--- config.mk ---
export PLATFORM = sky130hd
export DESIGN_NAME = deframer_prbs_ilas_check
export DESIGN_NICKNAME = d
export VERILOG_FILES = /design/src/deframer_check_pkg.sv /design/src/pattern_check_if.sv /design/src/pattern_checker.sv /design/src/deframer_prbs_ilas_check.sv
export SDC_FILE = /design/constraint.sdc
export NUM_CORES = 2
export LEC_CHECK = 0
export BUFFER_PORTS_ARGS = -buffer_cell sky130_fd_sc_hd__buf_2
export CORE_MARGIN = 3
export CORE_UTILIZATION = 40
export CTS_BUF_LIST = sky130_fd_sc_hd__clkbuf_4
export DETAILED_ROUTE_END_ITERATION = 16
export SLEW_MARGIN = 20
export SYNTH_ARGS = -nofsm -noshare
export SYNTH_HDL_FRONTEND = slang
export SYNTH_HIERARCHICAL = 1
export SYNTH_SLANG_ARGS = --single-unit
--- constraint.sdc ---
create_clock -name clk_sys_i -period 10.2 [get_ports clk_sys_i]
set_input_delay 1.02 -clock clk_sys_i [delete_from_list [all_inputs] [get_ports clk_sys_i]]
set_output_delay 1.02 -clock clk_sys_i [all_outputs]
set_load 0.005 [all_outputs]
--- src/deframer_check_pkg.sv ---
// shared constants and types for the deframer link-test logic
package deframer_check_pkg;

  // ---------------------------------------------------------------
  // pattern checking
  // ---------------------------------------------------------------
  typedef enum logic [1:0] {
    PATTERN_OFF = 2'b00,
    PATTERN_7   = 2'b01,
    PATTERN_15  = 2'b10,
    PATTERN_31  = 2'b11
  } pattern_order_t;

  typedef enum logic {
    CHECK_AT_LANE   = 1'b0,
    CHECK_AT_SAMPLE = 1'b1
  } check_point_t;

  localparam int unsigned NUM_LANES    = 4;
  localparam int unsigned TALLY_W      = 8;
  localparam logic [7:0]  TALLY_RST    = 8'h00;
  localparam logic [7:0]  TALLY_MAX    = 8'hFF;
  localparam int unsigned HIST_W       = 31;
  localparam logic [5:0]  SEED_BITS    = 6'h1F;
  localparam int unsigned SAMPLE_SLOT  = 4;

  // ---------------------------------------------------------------
  // ilas comparison
  // ---------------------------------------------------------------
  typedef struct packed {
    logic [7:0] did;
    logic [3:0] bid;
    logic [4:0] lid0;
    logic [4:0] l;
    logic       scr;
    logic [7:0] f;
    logic [4:0] k;
    logic [7:0] m;
    logic [4:0] n;
    logic [1:0] cs;
    logic [4:0] np;
    logic [4:0] s;
    logic [4:0] cf;
    logic       hd;
  } lane_params_t;

  localparam int unsigned MM_DID       = 0;
  localparam int unsigned MM_BID       = 1;
  localparam int unsigned MM_LID0      = 2;
  localparam int unsigned MM_L         = 3;
  localparam int unsigned MM_SCR       = 4;
  localparam int unsigned MM_F         = 5;
  localparam int unsigned MM_K         = 6;
  localparam int unsigned MM_M         = 7;
  localparam int unsigned MM_N         = 8;
  localparam int unsigned MM_CS        = 9;
  localparam int unsigned MM_NP        = 10;
  localparam int unsigned MM_S         = 11;
  localparam int unsigned MM_CF        = 12;
  localparam int unsigned MM_HD        = 13;
  localparam int unsigned MM_CSUM_BASE = 14;
  localparam logic [31:0] MISMATCH_RST = 32'h0000_0000;

  // ---------------------------------------------------------------
  // converter routing
  // ---------------------------------------------------------------
  localparam int unsigned NUM_DAC      = 4;
  localparam logic [1:0]  ROUTE_RST_0  = 2'h0;
  localparam logic [2:0]  CONV_EN_RST  = 3'h4;

endpackage : deframer_check_pkg

--- src/pattern_check_if.sv ---
// carries control and results between the top and one pattern checker
`timescale 1ns/10ps
interface pattern_check_if #(parameter int unsigned DATA_W = 8);
  import deframer_check_pkg::*;
  pattern_order_t     order;
  logic               clear;
  logic [DATA_W-1:0]  word;
  logic               valid;
  logic [TALLY_W-1:0] tally;
  logic               inverted;

  modport sink    (input order, input clear, input word, input valid,
                   output tally, output inverted);
  modport owner   (output order, output clear, output word, output valid,
                   input tally, input inverted);
endinterface : pattern_check_if

--- src/pattern_checker.sv ---
// self-synchronising pattern checker with saturating error tally
`timescale 1ns/10ps
module pattern_checker
  import deframer_check_pkg::*;
#(
  parameter int unsigned DATA_W = 8
)(
  input  wire logic       clk_sys_i,  // system clock
  input  wire logic       rst_b_i,    // synchronous reset, active low
  pattern_check_if.sink    chk        // control and results
);

  logic [HIST_W-1:0] hist_q, hist_d;
  logic [DATA_W-1:0] diff;
  logic [5:0]        seen_q;
  pattern_order_t    order_q;
  logic              synced;
  logic              hit;

  // ---------------------------------------------------------------
  // prediction from the received history
  // ---------------------------------------------------------------
  always_comb
  begin
    hist_d = hist_q;
    diff   = '0;
    for (int i = 0; i < DATA_W; i++)
    begin
      unique case (chk.order)
        PATTERN_7:  diff[i] = chk.word[i] ^ hist_d[6] ^ hist_d[5];
        PATTERN_15: diff[i] = chk.word[i] ^ hist_d[14] ^ hist_d[13];
        PATTERN_31: diff[i] = chk.word[i] ^ hist_d[30] ^ hist_d[27];
        default:    diff[i] = 1'b0;
      endcase
      hist_d = {hist_d[HIST_W-2:0], chk.word[i]};
    end
  end

  assign synced = (seen_q >= SEED_BITS);
  // a fully inverted word is a valid inverted sequence, not an error
  assign hit    = chk.valid && synced && (diff != '0) && (diff != '1);

  // ---------------------------------------------------------------
  // seeding
  // ---------------------------------------------------------------
  always_ff @(posedge clk_sys_i)
  begin
    if (!rst_b_i || chk.order == PATTERN_OFF || chk.order != order_q)
    begin
      hist_q <= '0;
      seen_q <= '0;
    end
    else if (chk.valid)
    begin
      hist_q <= hist_d;
      if (!synced)
        seen_q <= (seen_q + 6'(DATA_W) > SEED_BITS) ? SEED_BITS : seen_q + 6'(DATA_W);
    end
  end

  always_ff @(posedge clk_sys_i)
  begin
    if (!rst_b_i)
      order_q <= PATTERN_OFF;
    else
      order_q <= chk.order;
  end

  // ---------------------------------------------------------------
  // tally and inversion flag
  // ---------------------------------------------------------------
  always_ff @(posedge clk_sys_i)
  begin
    if (!rst_b_i || chk.clear)
      chk.tally <= TALLY_RST;
    else if (hit && chk.tally != TALLY_MAX)
      chk.tally <= chk.tally + 8'h01;
  end

  always_ff @(posedge clk_sys_i)
  begin
    if (!rst_b_i || chk.order == PATTERN_OFF)
      chk.inverted <= 1'b0;
    else if (chk.valid && synced)
      chk.inverted <= (diff == '1);
  end

  property p_tally_sat;
    @(posedge clk_sys_i) disable iff (!rst_b_i)
    (chk.tally == TALLY_MAX && !chk.clear) |=> (chk.tally == TALLY_MAX);
  endproperty
  a_tally_sat: assert property (p_tally_sat) else $error("tally wrapped");

  property p_clear;
    @(posedge clk_sys_i) disable iff (!rst_b_i)
    chk.clear |=> (chk.tally == TALLY_RST);
  endproperty
  a_clear: assert property (p_clear) else $error("clear missed");

  property p_no_count_unsynced;
    @(posedge clk_sys_i) disable iff (!rst_b_i)
    (!synced && !chk.clear) |=> (chk.tally == $past(chk.tally));
  endproperty
  a_no_count_unsynced: assert property (p_no_count_unsynced) else $error("count before seed");

  property p_step_one;
    @(posedge clk_sys_i) disable iff (!rst_b_i)
    (!chk.clear && chk.tally != TALLY_MAX && hit) |=> (chk.tally == $past(chk.tally) + 8'h01);
  endproperty
  a_step_one: assert property (p_step_one) else $error("tally step wrong");

endmodule : pattern_checker

--- src/deframer_prbs_ilas_check.sv ---
// link-test, ilas check and converter routing for the deframer side
`timescale 1ns/10ps
// Summary of operation
// - pattern off, order 7, 15 or 31
// - lane mode checks raw deserializer output
// - four independent lane checkers
// - sample mode checks deframer output 0 only
// - clear zeroes all tallies together
// - each checker keeps 8-bit error tally
// - lane selector 0 to 3 picks one tally
// - sample mode ignores lane selector
// - four-bit inverted-sequence mask per lane
// - first silicon returns lane 0 tally
// - lane 0 ilas compared, 32-bit mask
// - bits 0-13 flag DID through HD
// - bits 14-17 flag lane checksum mismatches
// - received and local parameters read back
// - crossbar routes any output to any converter
// - fewer converters use lowest deframer outputs
// - status flags valid lane 0 checksum
module deframer_prbs_ilas_check
  import deframer_check_pkg::*;
#(
  parameter int unsigned LANE_W        = 8,
  parameter int unsigned SAMPLE_W      = 16,
  parameter bit          FIRST_SILICON = 1'b0
)(
  input  wire logic                    clk_sys_i,                 // system clock
  input  wire logic                    rst_b_i,                   // sync reset, low
  input  wire logic [1:0]              pattern_order_select_i,    // pattern order
  input  wire logic                    check_point_select_i,      // lane or sample
  input  wire logic                    tally_clear_i,             // clear all tallies
  input  wire logic [1:0]              lane_select_i,             // tally readback lane
  input  wire logic [NUM_LANES*LANE_W-1:0] lane_data_i,           // deserializer words
  input  wire logic [NUM_LANES-1:0]    lane_valid_i,              // lane word strobes
  input  wire logic [NUM_DAC*SAMPLE_W-1:0] deframer_out_i,        // deframer outputs
  input  wire logic                    sample_valid_i,            // sample strobe
  input  wire lane_params_t            local_link_config_i,       // own configuration
  input  wire lane_params_t            ilas_params_i,             // lane 0 ilas fields
  input  wire logic                    ilas_valid_i,              // ilas capture pulse
  input  wire logic [NUM_LANES*5-1:0]  ilas_lid_i,                // lane ids per lane
  input  wire logic [NUM_LANES*8-1:0]  ilas_checksum_i,           // checksums per lane
  input  wire logic                    route_load_i,              // load route pair
  input  wire logic                    tx_channel_select_i,       // 0 tx1, 1 tx2
  input  wire logic [1:0]              route_i_src_i,             // source for I
  input  wire logic [1:0]              route_q_src_i,             // source for Q
  input  wire logic [2:0]              converters_enabled_i,      // active outputs 1..4
  output logic [TALLY_W-1:0]           pattern_error_tally_o,     // selected tally
  output logic [NUM_LANES-1:0]         pattern_inverted_mask_o,   // inverted lanes
  output logic [31:0]                  ilas_mismatch_o,           // mismatch mask
  output logic                         checksum_valid_o,          // lane 0 checksum ok
  output lane_params_t                 received_lane0_params_o,   // captured ilas
  output lane_params_t                 local_link_config_o,       // own config copy
  output logic [NUM_DAC*2-1:0]         converter_route_map_o,     // route selects
  output logic [NUM_DAC*SAMPLE_W-1:0]  dac_sample_o               // tx1 I,Q, tx2 I,Q
);

  // ---------------------------------------------------------------
  // checker control
  // ---------------------------------------------------------------
  pattern_order_t order_sel;
  check_point_t   point_sel;
  logic [TALLY_W-1:0] tally   [NUM_LANES+1];
  logic               inv     [NUM_LANES+1];

  assign order_sel = pattern_order_t'(pattern_order_select_i);
  assign point_sel = check_point_t'(check_point_select_i);

  genvar g;
  generate
    for (g = 0; g < NUM_LANES; g++)
    begin : g_lane
      pattern_check_if #(.DATA_W(LANE_W)) lane_if ();
      // lane checkers only run at the lane point, on raw lane words
      assign lane_if.order = (point_sel == CHECK_AT_LANE) ? order_sel : PATTERN_OFF;
      assign lane_if.clear = tally_clear_i;
      assign lane_if.word  = lane_data_i[g*LANE_W +: LANE_W];
      assign lane_if.valid = lane_valid_i[g];
      assign tally[g]      = lane_if.tally;
      assign inv[g]        = lane_if.inverted;
      pattern_checker #(.DATA_W(LANE_W)) u_lane_chk (
        .clk_sys_i (clk_sys_i),
        .rst_b_i   (rst_b_i),
        .chk       (lane_if)
      );
    end
  endgenerate

  pattern_check_if #(.DATA_W(SAMPLE_W)) smp_if ();
  assign smp_if.order = (point_sel == CHECK_AT_SAMPLE) ? order_sel : PATTERN_OFF;
  assign smp_if.clear = tally_clear_i;
  assign smp_if.word  = deframer_out_i[SAMPLE_W-1:0];
  assign smp_if.valid = sample_valid_i;
  assign tally[SAMPLE_SLOT] = smp_if.tally;
  assign inv[SAMPLE_SLOT]   = smp_if.inverted;

  pattern_checker #(.DATA_W(SAMPLE_W)) u_smp_chk (
    .clk_sys_i (clk_sys_i),
    .rst_b_i   (rst_b_i),
    .chk       (smp_if)
  );

  // ---------------------------------------------------------------
  // tally readback
  // ---------------------------------------------------------------
  logic [TALLY_W-1:0]   tally_d;
  logic [NUM_LANES-1:0] inv_d;

  always_comb
  begin
    if (point_sel == CHECK_AT_SAMPLE)
      tally_d = tally[SAMPLE_SLOT];
    else if (FIRST_SILICON)
      tally_d = tally[0];
    else
      tally_d = tally[lane_select_i];
    for (int i = 0; i < NUM_LANES; i++)
      inv_d[i] = inv[i];
    if (point_sel == CHECK_AT_SAMPLE)
      inv_d = {{(NUM_LANES-1){1'b0}}, inv[SAMPLE_SLOT]};
  end

  always_ff @(posedge clk_sys_i)
  begin
    if (!rst_b_i)
      pattern_error_tally_o <= TALLY_RST;
    else
      pattern_error_tally_o <= tally_d;
  end

  always_ff @(posedge clk_sys_i)
  begin
    if (!rst_b_i)
      pattern_inverted_mask_o <= '0;
    else
      pattern_inverted_mask_o <= inv_d;
  end

  // ---------------------------------------------------------------
  // ilas comparison
  // ---------------------------------------------------------------
  function automatic logic [7:0] param_sum(input lane_params_t p, input logic [4:0] lid);
    logic [7:0] s;
    s = p.did + 8'(p.bid) + 8'(lid) + 8'(p.l) + 8'(p.scr) + p.f + 8'(p.k) + p.m
        + 8'(p.n) + 8'(p.cs) + 8'(p.np) + 8'(p.s) + 8'(p.cf) + 8'(p.hd);
    return s;
  endfunction : param_sum

  lane_params_t rx_q;
  logic         rx_seen_q;
  logic [31:0]  mm_d;

  always_ff @(posedge clk_sys_i)
  begin
    if (!rst_b_i)
      rx_q <= '0;
    else if (ilas_valid_i)
      rx_q <= ilas_params_i;
  end

  always_ff @(posedge clk_sys_i)
  begin
    if (!rst_b_i)
      rx_seen_q <= 1'b0;
    else if (ilas_valid_i)
      rx_seen_q <= 1'b1;
  end

  always_comb
  begin
    mm_d          = MISMATCH_RST;
    mm_d[MM_DID]  = rx_q.did  != local_link_config_i.did;
    mm_d[MM_BID]  = rx_q.bid  != local_link_config_i.bid;
    mm_d[MM_LID0] = rx_q.lid0 != local_link_config_i.lid0;
    mm_d[MM_L]    = rx_q.l    != local_link_config_i.l;
    mm_d[MM_SCR]  = rx_q.scr  != local_link_config_i.scr;
    mm_d[MM_F]    = rx_q.f    != local_link_config_i.f;
    mm_d[MM_K]    = rx_q.k    != local_link_config_i.k;
    mm_d[MM_M]    = rx_q.m    != local_link_config_i.m;
    mm_d[MM_N]    = rx_q.n    != local_link_config_i.n;
    mm_d[MM_CS]   = rx_q.cs   != local_link_config_i.cs;
    mm_d[MM_NP]   = rx_q.np   != local_link_config_i.np;
    mm_d[MM_S]    = rx_q.s    != local_link_config_i.s;
    mm_d[MM_CF]   = rx_q.cf   != local_link_config_i.cf;
    mm_d[MM_HD]   = rx_q.hd   != local_link_config_i.hd;
    for (int i = 0; i < NUM_LANES; i++)
      mm_d[MM_CSUM_BASE+i] = param_sum(rx_q, ilas_lid_i[i*5 +: 5])
                             != ilas_checksum_i[i*8 +: 8];
  end

  always_ff @(posedge clk_sys_i)
  begin
    if (!rst_b_i)
      ilas_mismatch_o <= MISMATCH_RST;
    else
      ilas_mismatch_o <= mm_d;
  end

  always_ff @(posedge clk_sys_i)
  begin
    if (!rst_b_i)
      checksum_valid_o <= 1'b0;
    else
      checksum_valid_o <= rx_seen_q && !mm_d[MM_CSUM_BASE];
  end

  always_ff @(posedge clk_sys_i)
  begin
    if (!rst_b_i)
    begin
      received_lane0_params_o <= '0;
      local_link_config_o     <= '0;
    end
    else
    begin
      received_lane0_params_o <= rx_q;
      local_link_config_o     <= local_link_config_i;
    end
  end

  // ---------------------------------------------------------------
  // converter crossbar
  // ---------------------------------------------------------------
  logic [1:0] route_q [NUM_DAC];

  always_ff @(posedge clk_sys_i)
  begin
    if (!rst_b_i)
    begin
      for (int i = 0; i < NUM_DAC; i++)
        route_q[i] <= 2'(i);
    end
    else if (route_load_i)
    begin
      route_q[{tx_channel_select_i, 1'b0}] <= route_i_src_i;
      route_q[{tx_channel_select_i, 1'b1}] <= route_q_src_i;
    end
  end

  always_ff @(posedge clk_sys_i)
  begin
    if (!rst_b_i)
      converter_route_map_o <= '0;
    else
      for (int i = 0; i < NUM_DAC; i++)
        converter_route_map_o[i*2 +: 2] <= route_q[i];
  end

  logic [1:0] src_eff [NUM_DAC];

  always_comb
  begin
    for (int i = 0; i < NUM_DAC; i++)
      // a source beyond the enabled count falls back to output 0
      src_eff[i] = ({1'b0, route_q[i]} < converters_enabled_i) ? route_q[i] : ROUTE_RST_0;
  end

  always_ff @(posedge clk_sys_i)
  begin
    if (!rst_b_i)
      dac_sample_o <= '0;
    else
      for (int i = 0; i < NUM_DAC; i++)
        dac_sample_o[i*SAMPLE_W +: SAMPLE_W] <= deframer_out_i[src_eff[i]*SAMPLE_W +: SAMPLE_W];
  end

  // ---------------------------------------------------------------
  // checks
  // ---------------------------------------------------------------
  property p_sample_ignores_lane;
    @(posedge clk_sys_i) disable iff (!rst_b_i)
    (point_sel == CHECK_AT_SAMPLE) |=> (pattern_error_tally_o == $past(tally[SAMPLE_SLOT]));
  endproperty
  a_sample_ignores_lane: assert property (p_sample_ignores_lane) else $error("sample tally");

  property p_lane_pick;
    @(posedge clk_sys_i) disable iff (!rst_b_i)
    (point_sel == CHECK_AT_LANE && !FIRST_SILICON)
      |=> (pattern_error_tally_o == $past(tally[lane_select_i]));
  endproperty
  a_lane_pick: assert property (p_lane_pick) else $error("lane tally");

  property p_upper_zero;
    @(posedge clk_sys_i) disable iff (!rst_b_i)
    ilas_mismatch_o[31:18] == 14'h0000;
  endproperty
  a_upper_zero: assert property (p_upper_zero) else $error("mask high bits set");

  property p_did_flag;
    @(posedge clk_sys_i) disable iff (!rst_b_i)
    (rx_q.did != local_link_config_i.did) |=> ilas_mismatch_o[MM_DID];
  endproperty
  a_did_flag: assert property (p_did_flag) else $error("did mismatch lost");

  property p_csum_tie;
    @(posedge clk_sys_i) disable iff (!rst_b_i)
    checksum_valid_o |-> !ilas_mismatch_o[MM_CSUM_BASE];
  endproperty
  a_csum_tie: assert property (p_csum_tie) else $error("checksum flags disagree");

  property p_route_load;
    @(posedge clk_sys_i) disable iff (!rst_b_i)
    (route_load_i && !tx_channel_select_i) |=> ##1 (converter_route_map_o[1:0] == $past(route_i_src_i, 2));
  endproperty
  a_route_load: assert property (p_route_load) else $error("route not loaded");

endmodule : deframer_prbs_ilas_check

# [Yosys cells after proc, flatten, opt, wreduce, memory -nomap -nowiden]
# Memories as Yosys holds them, arrays and structs flattened.
# Index checks and enable logic that the tools add are counted.
# W data, S select, Z words.
[op_classes] n_eq_ne=41 div=0 shift=4 reduce_logical=43 add_sub_neg=59 bitwise_logic=295 mux=74 multipliers=0 magnitude_cmp=15
[op_table] operator="$xor A1 B1 Y1" n=288
[op_table] operator="$shiftx A64 B7 Y16" n=4
[op_table] operator="$add A8 B5 Y8" n=28
[op_table] operator="$pmux W1 S3" n=48
[op_table] operator="$ne A8 B8 Y1 const B" n=9
[op_table] operator="$add A8 B1 Y8" n=8
[op_table] operator="$add A8 B8 Y8" n=8
[op_table] operator="$ne A8 B8 Y1" n=7
[op_table] operator="$add A8 B1 Y8 const B" n=5
[op_table] operator="$ne A5 B5 Y1" n=7
[op_table] operator="$add A8 B2 Y8" n=4
[op_table] operator="$eq A8 B8 Y1 const B" n=4
[op_table] operator="$reduce_bool A8 Y1" n=4
[op_table] operator="$ge A6 B5 Y1 const B" n=5
[op_table] operator="$gt A6 B5 Y1 const B" n=5
[op_table] operator="$mux W6" n=5
[op_table] operator="$add A6 B4 Y6 const B" n=4
[op_table] operator="$bmux W8 S3" n=1
[op_table] operator="$mux W8" n=3
[op_table] operator="$logic_and A1 B1 Y1" n=21
[op_table] operator="$mux W2" n=10
[op_table] operator="$eq A16 B16 Y1 const B" n=1
[op_table] operator="$ne A16 B16 Y1 const B" n=1
[op_table] operator="$reduce_bool A16 Y1" n=1
[op_table] operator="other kinds (17)" n=50
[totals] wordCells=605 out_inout_bits=251 ram_bits=8 rom_bits=0 memories=1 latchBits=0 regBits=553
[memory_table] name="route_q" words=4 word_bits=2 rd=4 rd_ports_with_merged_regs=0 write_ports=4 line="deframer_prbs_ilas_check.sv:224" source="logic [1:0] route_q [NUM_DAC];"

# [Depth between registers and ports, before layout]
[depth] depth_word=16 ltp_mapped=21 ltp_nobuf=21

# [Cells and area by module]
# Netlist, hierarchy kept.
[by_module_without_submodules] mod="deframer_prbs_ilas_check" cells_per_inst=1576 area_per_inst_um2=16219.3 instances=1 seq_area_each_um2=6346.1
[by_module_without_submodules] mod="pattern_checker at g_lane[0].u_lane_chk ..." cells_per_inst=235 area_per_inst_um2=2598.7 instances=4 seq_area_each_um2=920.9
[by_module_without_submodules] mod="pattern_checker at u_smp_chk" cells_per_inst=311 area_per_inst_um2=3166.8 instances=1 seq_area_each_um2=900.9

# [Least setup slack after synthesis]
# No wires, ideal clock.
[synth_timing] kind="input to register" from="input ilas_lid_i[1]" to="register ilas_mismatch_o[14]" cell_stages=16 t_arrival_ps=5148 n_path_buf=0 path_slack_ps=4933 path_cell_list="fa_1 > inv_1 > fa_1 > inv_1 > fa_1 > fa_1 > fa_1 > ha_1 > inv_1 > fa_1 > nor2b_1 > o21ai_1 > nand2b_1 > a31oi_1 > xnor3_1 > o31a_1"
[synth_between] elab_chain_cells=13
[synth_rtl] item="from (decl)" line="deframer_prbs_ilas_check.sv:41" source="input wire logic [NUM_LANES*5-1:0] ilas_lid_i,"
[synth_rtl] item="$add A8 B5 Y8 (2 in series)" line="deframer_prbs_ilas_check.sv:144" source="s = p.did + 8'(p.bid) + 8'(lid) + 8'(p.l) + 8'(p.scr) + p.f + 8'(p.k) + p.m"
[synth_rtl] item="$add A8 B1 Y8" line="deframer_prbs_ilas_check.sv:144"
[synth_rtl] item="$add A8 B8 Y8" line="deframer_prbs_ilas_check.sv:144"
[synth_rtl] item="$add A8 B5 Y8" line="deframer_prbs_ilas_check.sv:144"
[synth_rtl] item="$add A8 B8 Y8" line="deframer_prbs_ilas_check.sv:144"
[synth_rtl] item="$add A8 B5 Y8" line="deframer_prbs_ilas_check.sv:145" source="+ 8'(p.n) + 8'(p.cs) + 8'(p.np) + 8'(p.s) + 8'(p.cf) + 8'(p.hd);"
[synth_rtl] item="$add A8 B2 Y8" line="deframer_prbs_ilas_check.sv:145"
[synth_rtl] item="$add A8 B5 Y8 (3 in series)" line="deframer_prbs_ilas_check.sv:145"
[synth_rtl] item="$add A8 B1 Y8" line="deframer_prbs_ilas_check.sv:145"
[synth_rtl] item="$ne A8 B8 Y1" line="deframer_prbs_ilas_check.sv:188" source="!= ilas_checksum_i[i*8 +: 8];"
[synth_rtl] item="to (signal assigned)" line="deframer_prbs_ilas_check.sv:196" source="ilas_mismatch_o <= mm_d;"
[synth_rtl] item="to (decl)" line="deframer_prbs_ilas_check.sv:50" source="output logic [31:0] ilas_mismatch_o,"
# Every way passes these cells.
# A chain may end at the register's enable or synchronous reset.

# [Worst setup path in the final report]
[layout_timing] from="register rx_q[0] (netlist name)" to="register ilas_mismatch_o[17]"
[layout_between] elab_chain_cells=2
[layout_rtl] item="from (decl)" line="deframer_prbs_ilas_check.sv:149" source="lane_params_t rx_q;"
[layout_rtl] item="from (signal assigned)" line="deframer_prbs_ilas_check.sv:158" source="rx_q <= ilas_params_i;"
[layout_rtl] item="$add A8 B1 Y8" line="deframer_prbs_ilas_check.sv:145"
[layout_rtl] item="$ne A8 B8 Y1" line="deframer_prbs_ilas_check.sv:188"
# Every way passes these cells.

==> flow_summary.yaml <==
status:
  outcome: "finished, final reports clean"
critical_path:
  path_common_cell: "fa_1"
  path_cells: "fa_1, fa_1, fa_1, fa_1, fa_1, ha_1, fa_1, a21o_1, a21oi_1, o21ai_0, xnor2_1, xnor2_1, a31oi_1"
  crit_type: "reg -> reg"
  critPathSlowestCell: "dfxtp_1"
  cp_top_family: "adder cells"
  worstPathArrival_ps: 6020
  cp.required_ps: 11010
  crit_fanout: 7
  path_buf_inv: 0
  cp_slowest_stage_delay_ps: 920
  setup.worst_path.end_class: "flop"
  cp-start-kind: "flop"
floorplanning:
  dieHeight_um: 279
  die_area_um2: 77800
  core_um2: 73300
  dieWidth_um: 279
  initial_core_util_pct: 40.6
  rows: 99
  io_pins: 556
yosys:
  synth_ff_type: "dfxtp_1"
  syn_area_per_cell_um2: 10.5
  ys_top_cells_by_area: "dfxtp_1 36%, fa_1 8.5%, mux2i_1 7.9%, xor3_1 5.1%, nor2_1 3.7%"
  syn-cell-area_um2: 29800
  ys_async_sr_fraction_pct: 0
  seq_area_frac_synth_pct: 36.7
  yosys.cell_types.count: 68
  synth.top_cell.area_share_pct: 35.9
  synth_top_cell_by_area: "dfxtp_1"
  synthCells: 2827
  ys_warn_count: 6
  synth_common_cells: "534 x dfxtp_1, 290 x nor2_1, 235 x mux2i_1"
  post-synth-top-count-cell: "dfxtp_1"
  synth_edf_count: 8
  synth.ff_latch_count: 542
sta:
  finalCritPeriodShare_pct: 51.1
  setup_viol: 0
  relSlewSlack_pct: 28.0
  period_minus_slack_ps: 5210
  finalHoldViolCount: 0
  setup_tns_ps: 0
  slew_viol_final: 0
  hold_ws_ps: 284
  fin_skew_ps: 86.7
  tightestPinTransition_ps: 1080
  fmax_mhz: 192
  rsz0062_at_grt: "false"
final_layout:
  finalNonFillerCells: 4477
  fillers: 7041
  nNetsFinal: 3899
  syn2layout_area_growth_pct: 17.1
  drive_gt1_share_pct: 24.7
clock_tree:
  clk_pin_slew_worst_paths_ps: 60
  cts_buffer_depth: 3
  numClockSinks: 542
  cts_buffers: 153
  post-cts-setup-buffer-count: 0
  htreeDepth: 4
  root_buffer: "clkbuf_4"
  clock_latency_ps: 980
  cts_resized: 0
  holdBufCountCts: 0
  tritoncts: "built"
grt:
  track_usage_pct: 22.8
  antenna_found_initial: 26
  grt_overflow: 0
  grt_pass1_wl_mm: 136
  grt_pass1_vias: 22046
  grt_max_degree: 127
route:
  dr.first_iter.drc_count: 1631
  drc_errors: 0
  routed_via_density: 5.12
  wl_met3_mm: 6.85
  dr_total_vias: 22903
  drt_pass1_iterations: 6
  highest_layer: "met5"
  route.met2.wl_mm: 41.7
  wl_per_cell_um: 20.3
  drt-total-wl_mm: 91.0
  met1_length_mm: 40.5
  ant_nets: 0
pwr:
  p_clk_share_pct: 29.4
  p_per_area_nw_per_um2: 189
  switching_share_pct: 34.5
  peakVddDrop_uv: 122
  p_int_mw: 4.32
  p_seq_share_pct: 34.5
  switching_power_mw: 2.28
  p_leak_nw: 15.9
  finalPower_mw: 6.60
  p_comb_share_pct: 36.2
placed_design:
  placed_cells: 4203
  io_buffers: 541
  finalWeightedCongestion: 0.888
  dpl.hpwl_mm: 67.6
flow_run:
  max-cap-violations: 0
min_path:
  hold_path.class: "in -> reg"
-- layout by cell type (no fill, tap or decap), drive strengths merged, types with 14 or more instances in the layout --
master,synthesis,layout
diode,0,21
fa,126,126
o21ai,51,51
clkbuf,95,218
nor3,19,19
a21o,17,17
conb,1,14
a222oi,34,34
nand2b,21,21
inv,154,159
nand4,20,20
nand2,190,190
a31oi,83,83
xnor2,118,118
a21oi,71,71
ha,69,69
nor4,20,20
mux2i,235,235
and2,163,163
nor2,290,290
xnor3,26,26
buf,65,565
dfxtp,534,534
clkinv,1,24
o221ai,64,64
nor2b,29,29
o211ai,17,17
or4,14,14
nand3,18,18
xor3,96,96
xor2,70,70
-- layer usage --
metal / GRT usage (%) / vias to the layer above
met4: 7.12 / 4
met2: 35.4 / 876
met1: 31.2 / 10898
met3: 5.77 / 144
li1: - / 10981
met5: 0 / -
-- sequential cells by signal, indices dropped and copies added, names as in the netlist, 2 cells and up --
signal	flops
g_lane.u_lane_chk/seen_q	16
received_lane0_params_o	67
route_q	8
g_lane.u_lane_chk/chk.tally	32
u_smp_chk/order_q	2
u_smp_chk/chk.tally	8
local_link_config_o	67
u_smp_chk/hist_q	31
dac_sample_o	64
g_lane.u_lane_chk/order_q	8
converter_route_map_o	8
g_lane.u_lane_chk/hist_q	124
ilas_mismatch_o	18
pattern_error_tally_o	8
u_smp_chk/seen_q	3
pattern_inverted_mask_o	4
rx_q	67
g_lane.u_lane_chk/chk.inverted	4
-- path summary, 6_finish.rpt --
check | cells past startpoint | slack [ps] | from | to
worst max-delay path | 13 | 4990 | rx_q[0] | ilas_mismatch_o[17]
worst min-delay path | 2 | 280 | local_link_config_i[36] | local_link_config_o[36]
worst max register to register | 13 | 4990 | rx_q[0] | ilas_mismatch_o[17]
worst min register to register | 2 | 460 | g_lane[1].u_lane_chk/chk.inverted | g_lane[1].u_lane_chk/chk.inverted
-- logic make-up after synthesis --
family | synth area share [%]
other cells | 0.0126
fa+ha+maj | 11.4
flops | 36.7
simple gates | 13.3
xor+xnor | 15.5
buf+inv | 5.16
mux | 8.50
compound gates | 9.39
-- worst reg2reg max path, cell delays in order, from the launching register on --
cell and delay (ps):
dfxtp_1 920, fa_1 580, fa_1 420, fa_1 500, fa_1 520, fa_1 490
ha_1 240, fa_1 420, a21o_1 190, a21oi_1 230, o21ai_0 150, xnor2_1 200
xnor2_1 130, a31oi_1 90
-- final cells by class --
| cell class | count | area, um^2 | share of cell area, % |
|---|---|---|---|
| diodes | 21 | 52.6 | 0.151 |
| multi-input cells | 1982 | 17400 | 49.8 |
| clock buffers | 218 | 1640 | 4.69 |
| repair buffers | 565 | 2900 | 8.31 |
| clock inverters | 35 | 196 | 0.563 |
| inverters | 155 | 584 | 1.68 |
| well taps | 959 | 1200 | 3.44 |
| flip-flops and latches | 542 | 10900 | 31.4 |
-- metrics by stage --
stage | instance area, um^2 | setup slack (ps) | utilization, %
finish | 34900 | 4990 | 47.5
CTS | 34800 | 4980 | 47.5
global route | 34800 | 4740 | 47.5
floorplan | 29800 | 4930 | -
global placement | 33000 | 4670 | 45.0
detailed placement | 33000 | 4600 | 45.0
-- power by group through the flow --
stage	combinational (mW)	clock [mW]	sequential (mW)
after floorplan	1.86	0	2.30
after global placement	2.36	0	2.32
after detailed placement	2.38	0	2.32
after CTS	2.40	2.02	2.27
after global routing	2.69	2.12	2.28
final	2.39	1.94	2.27
Note: power is estimated with default switching activity, not from simulation.
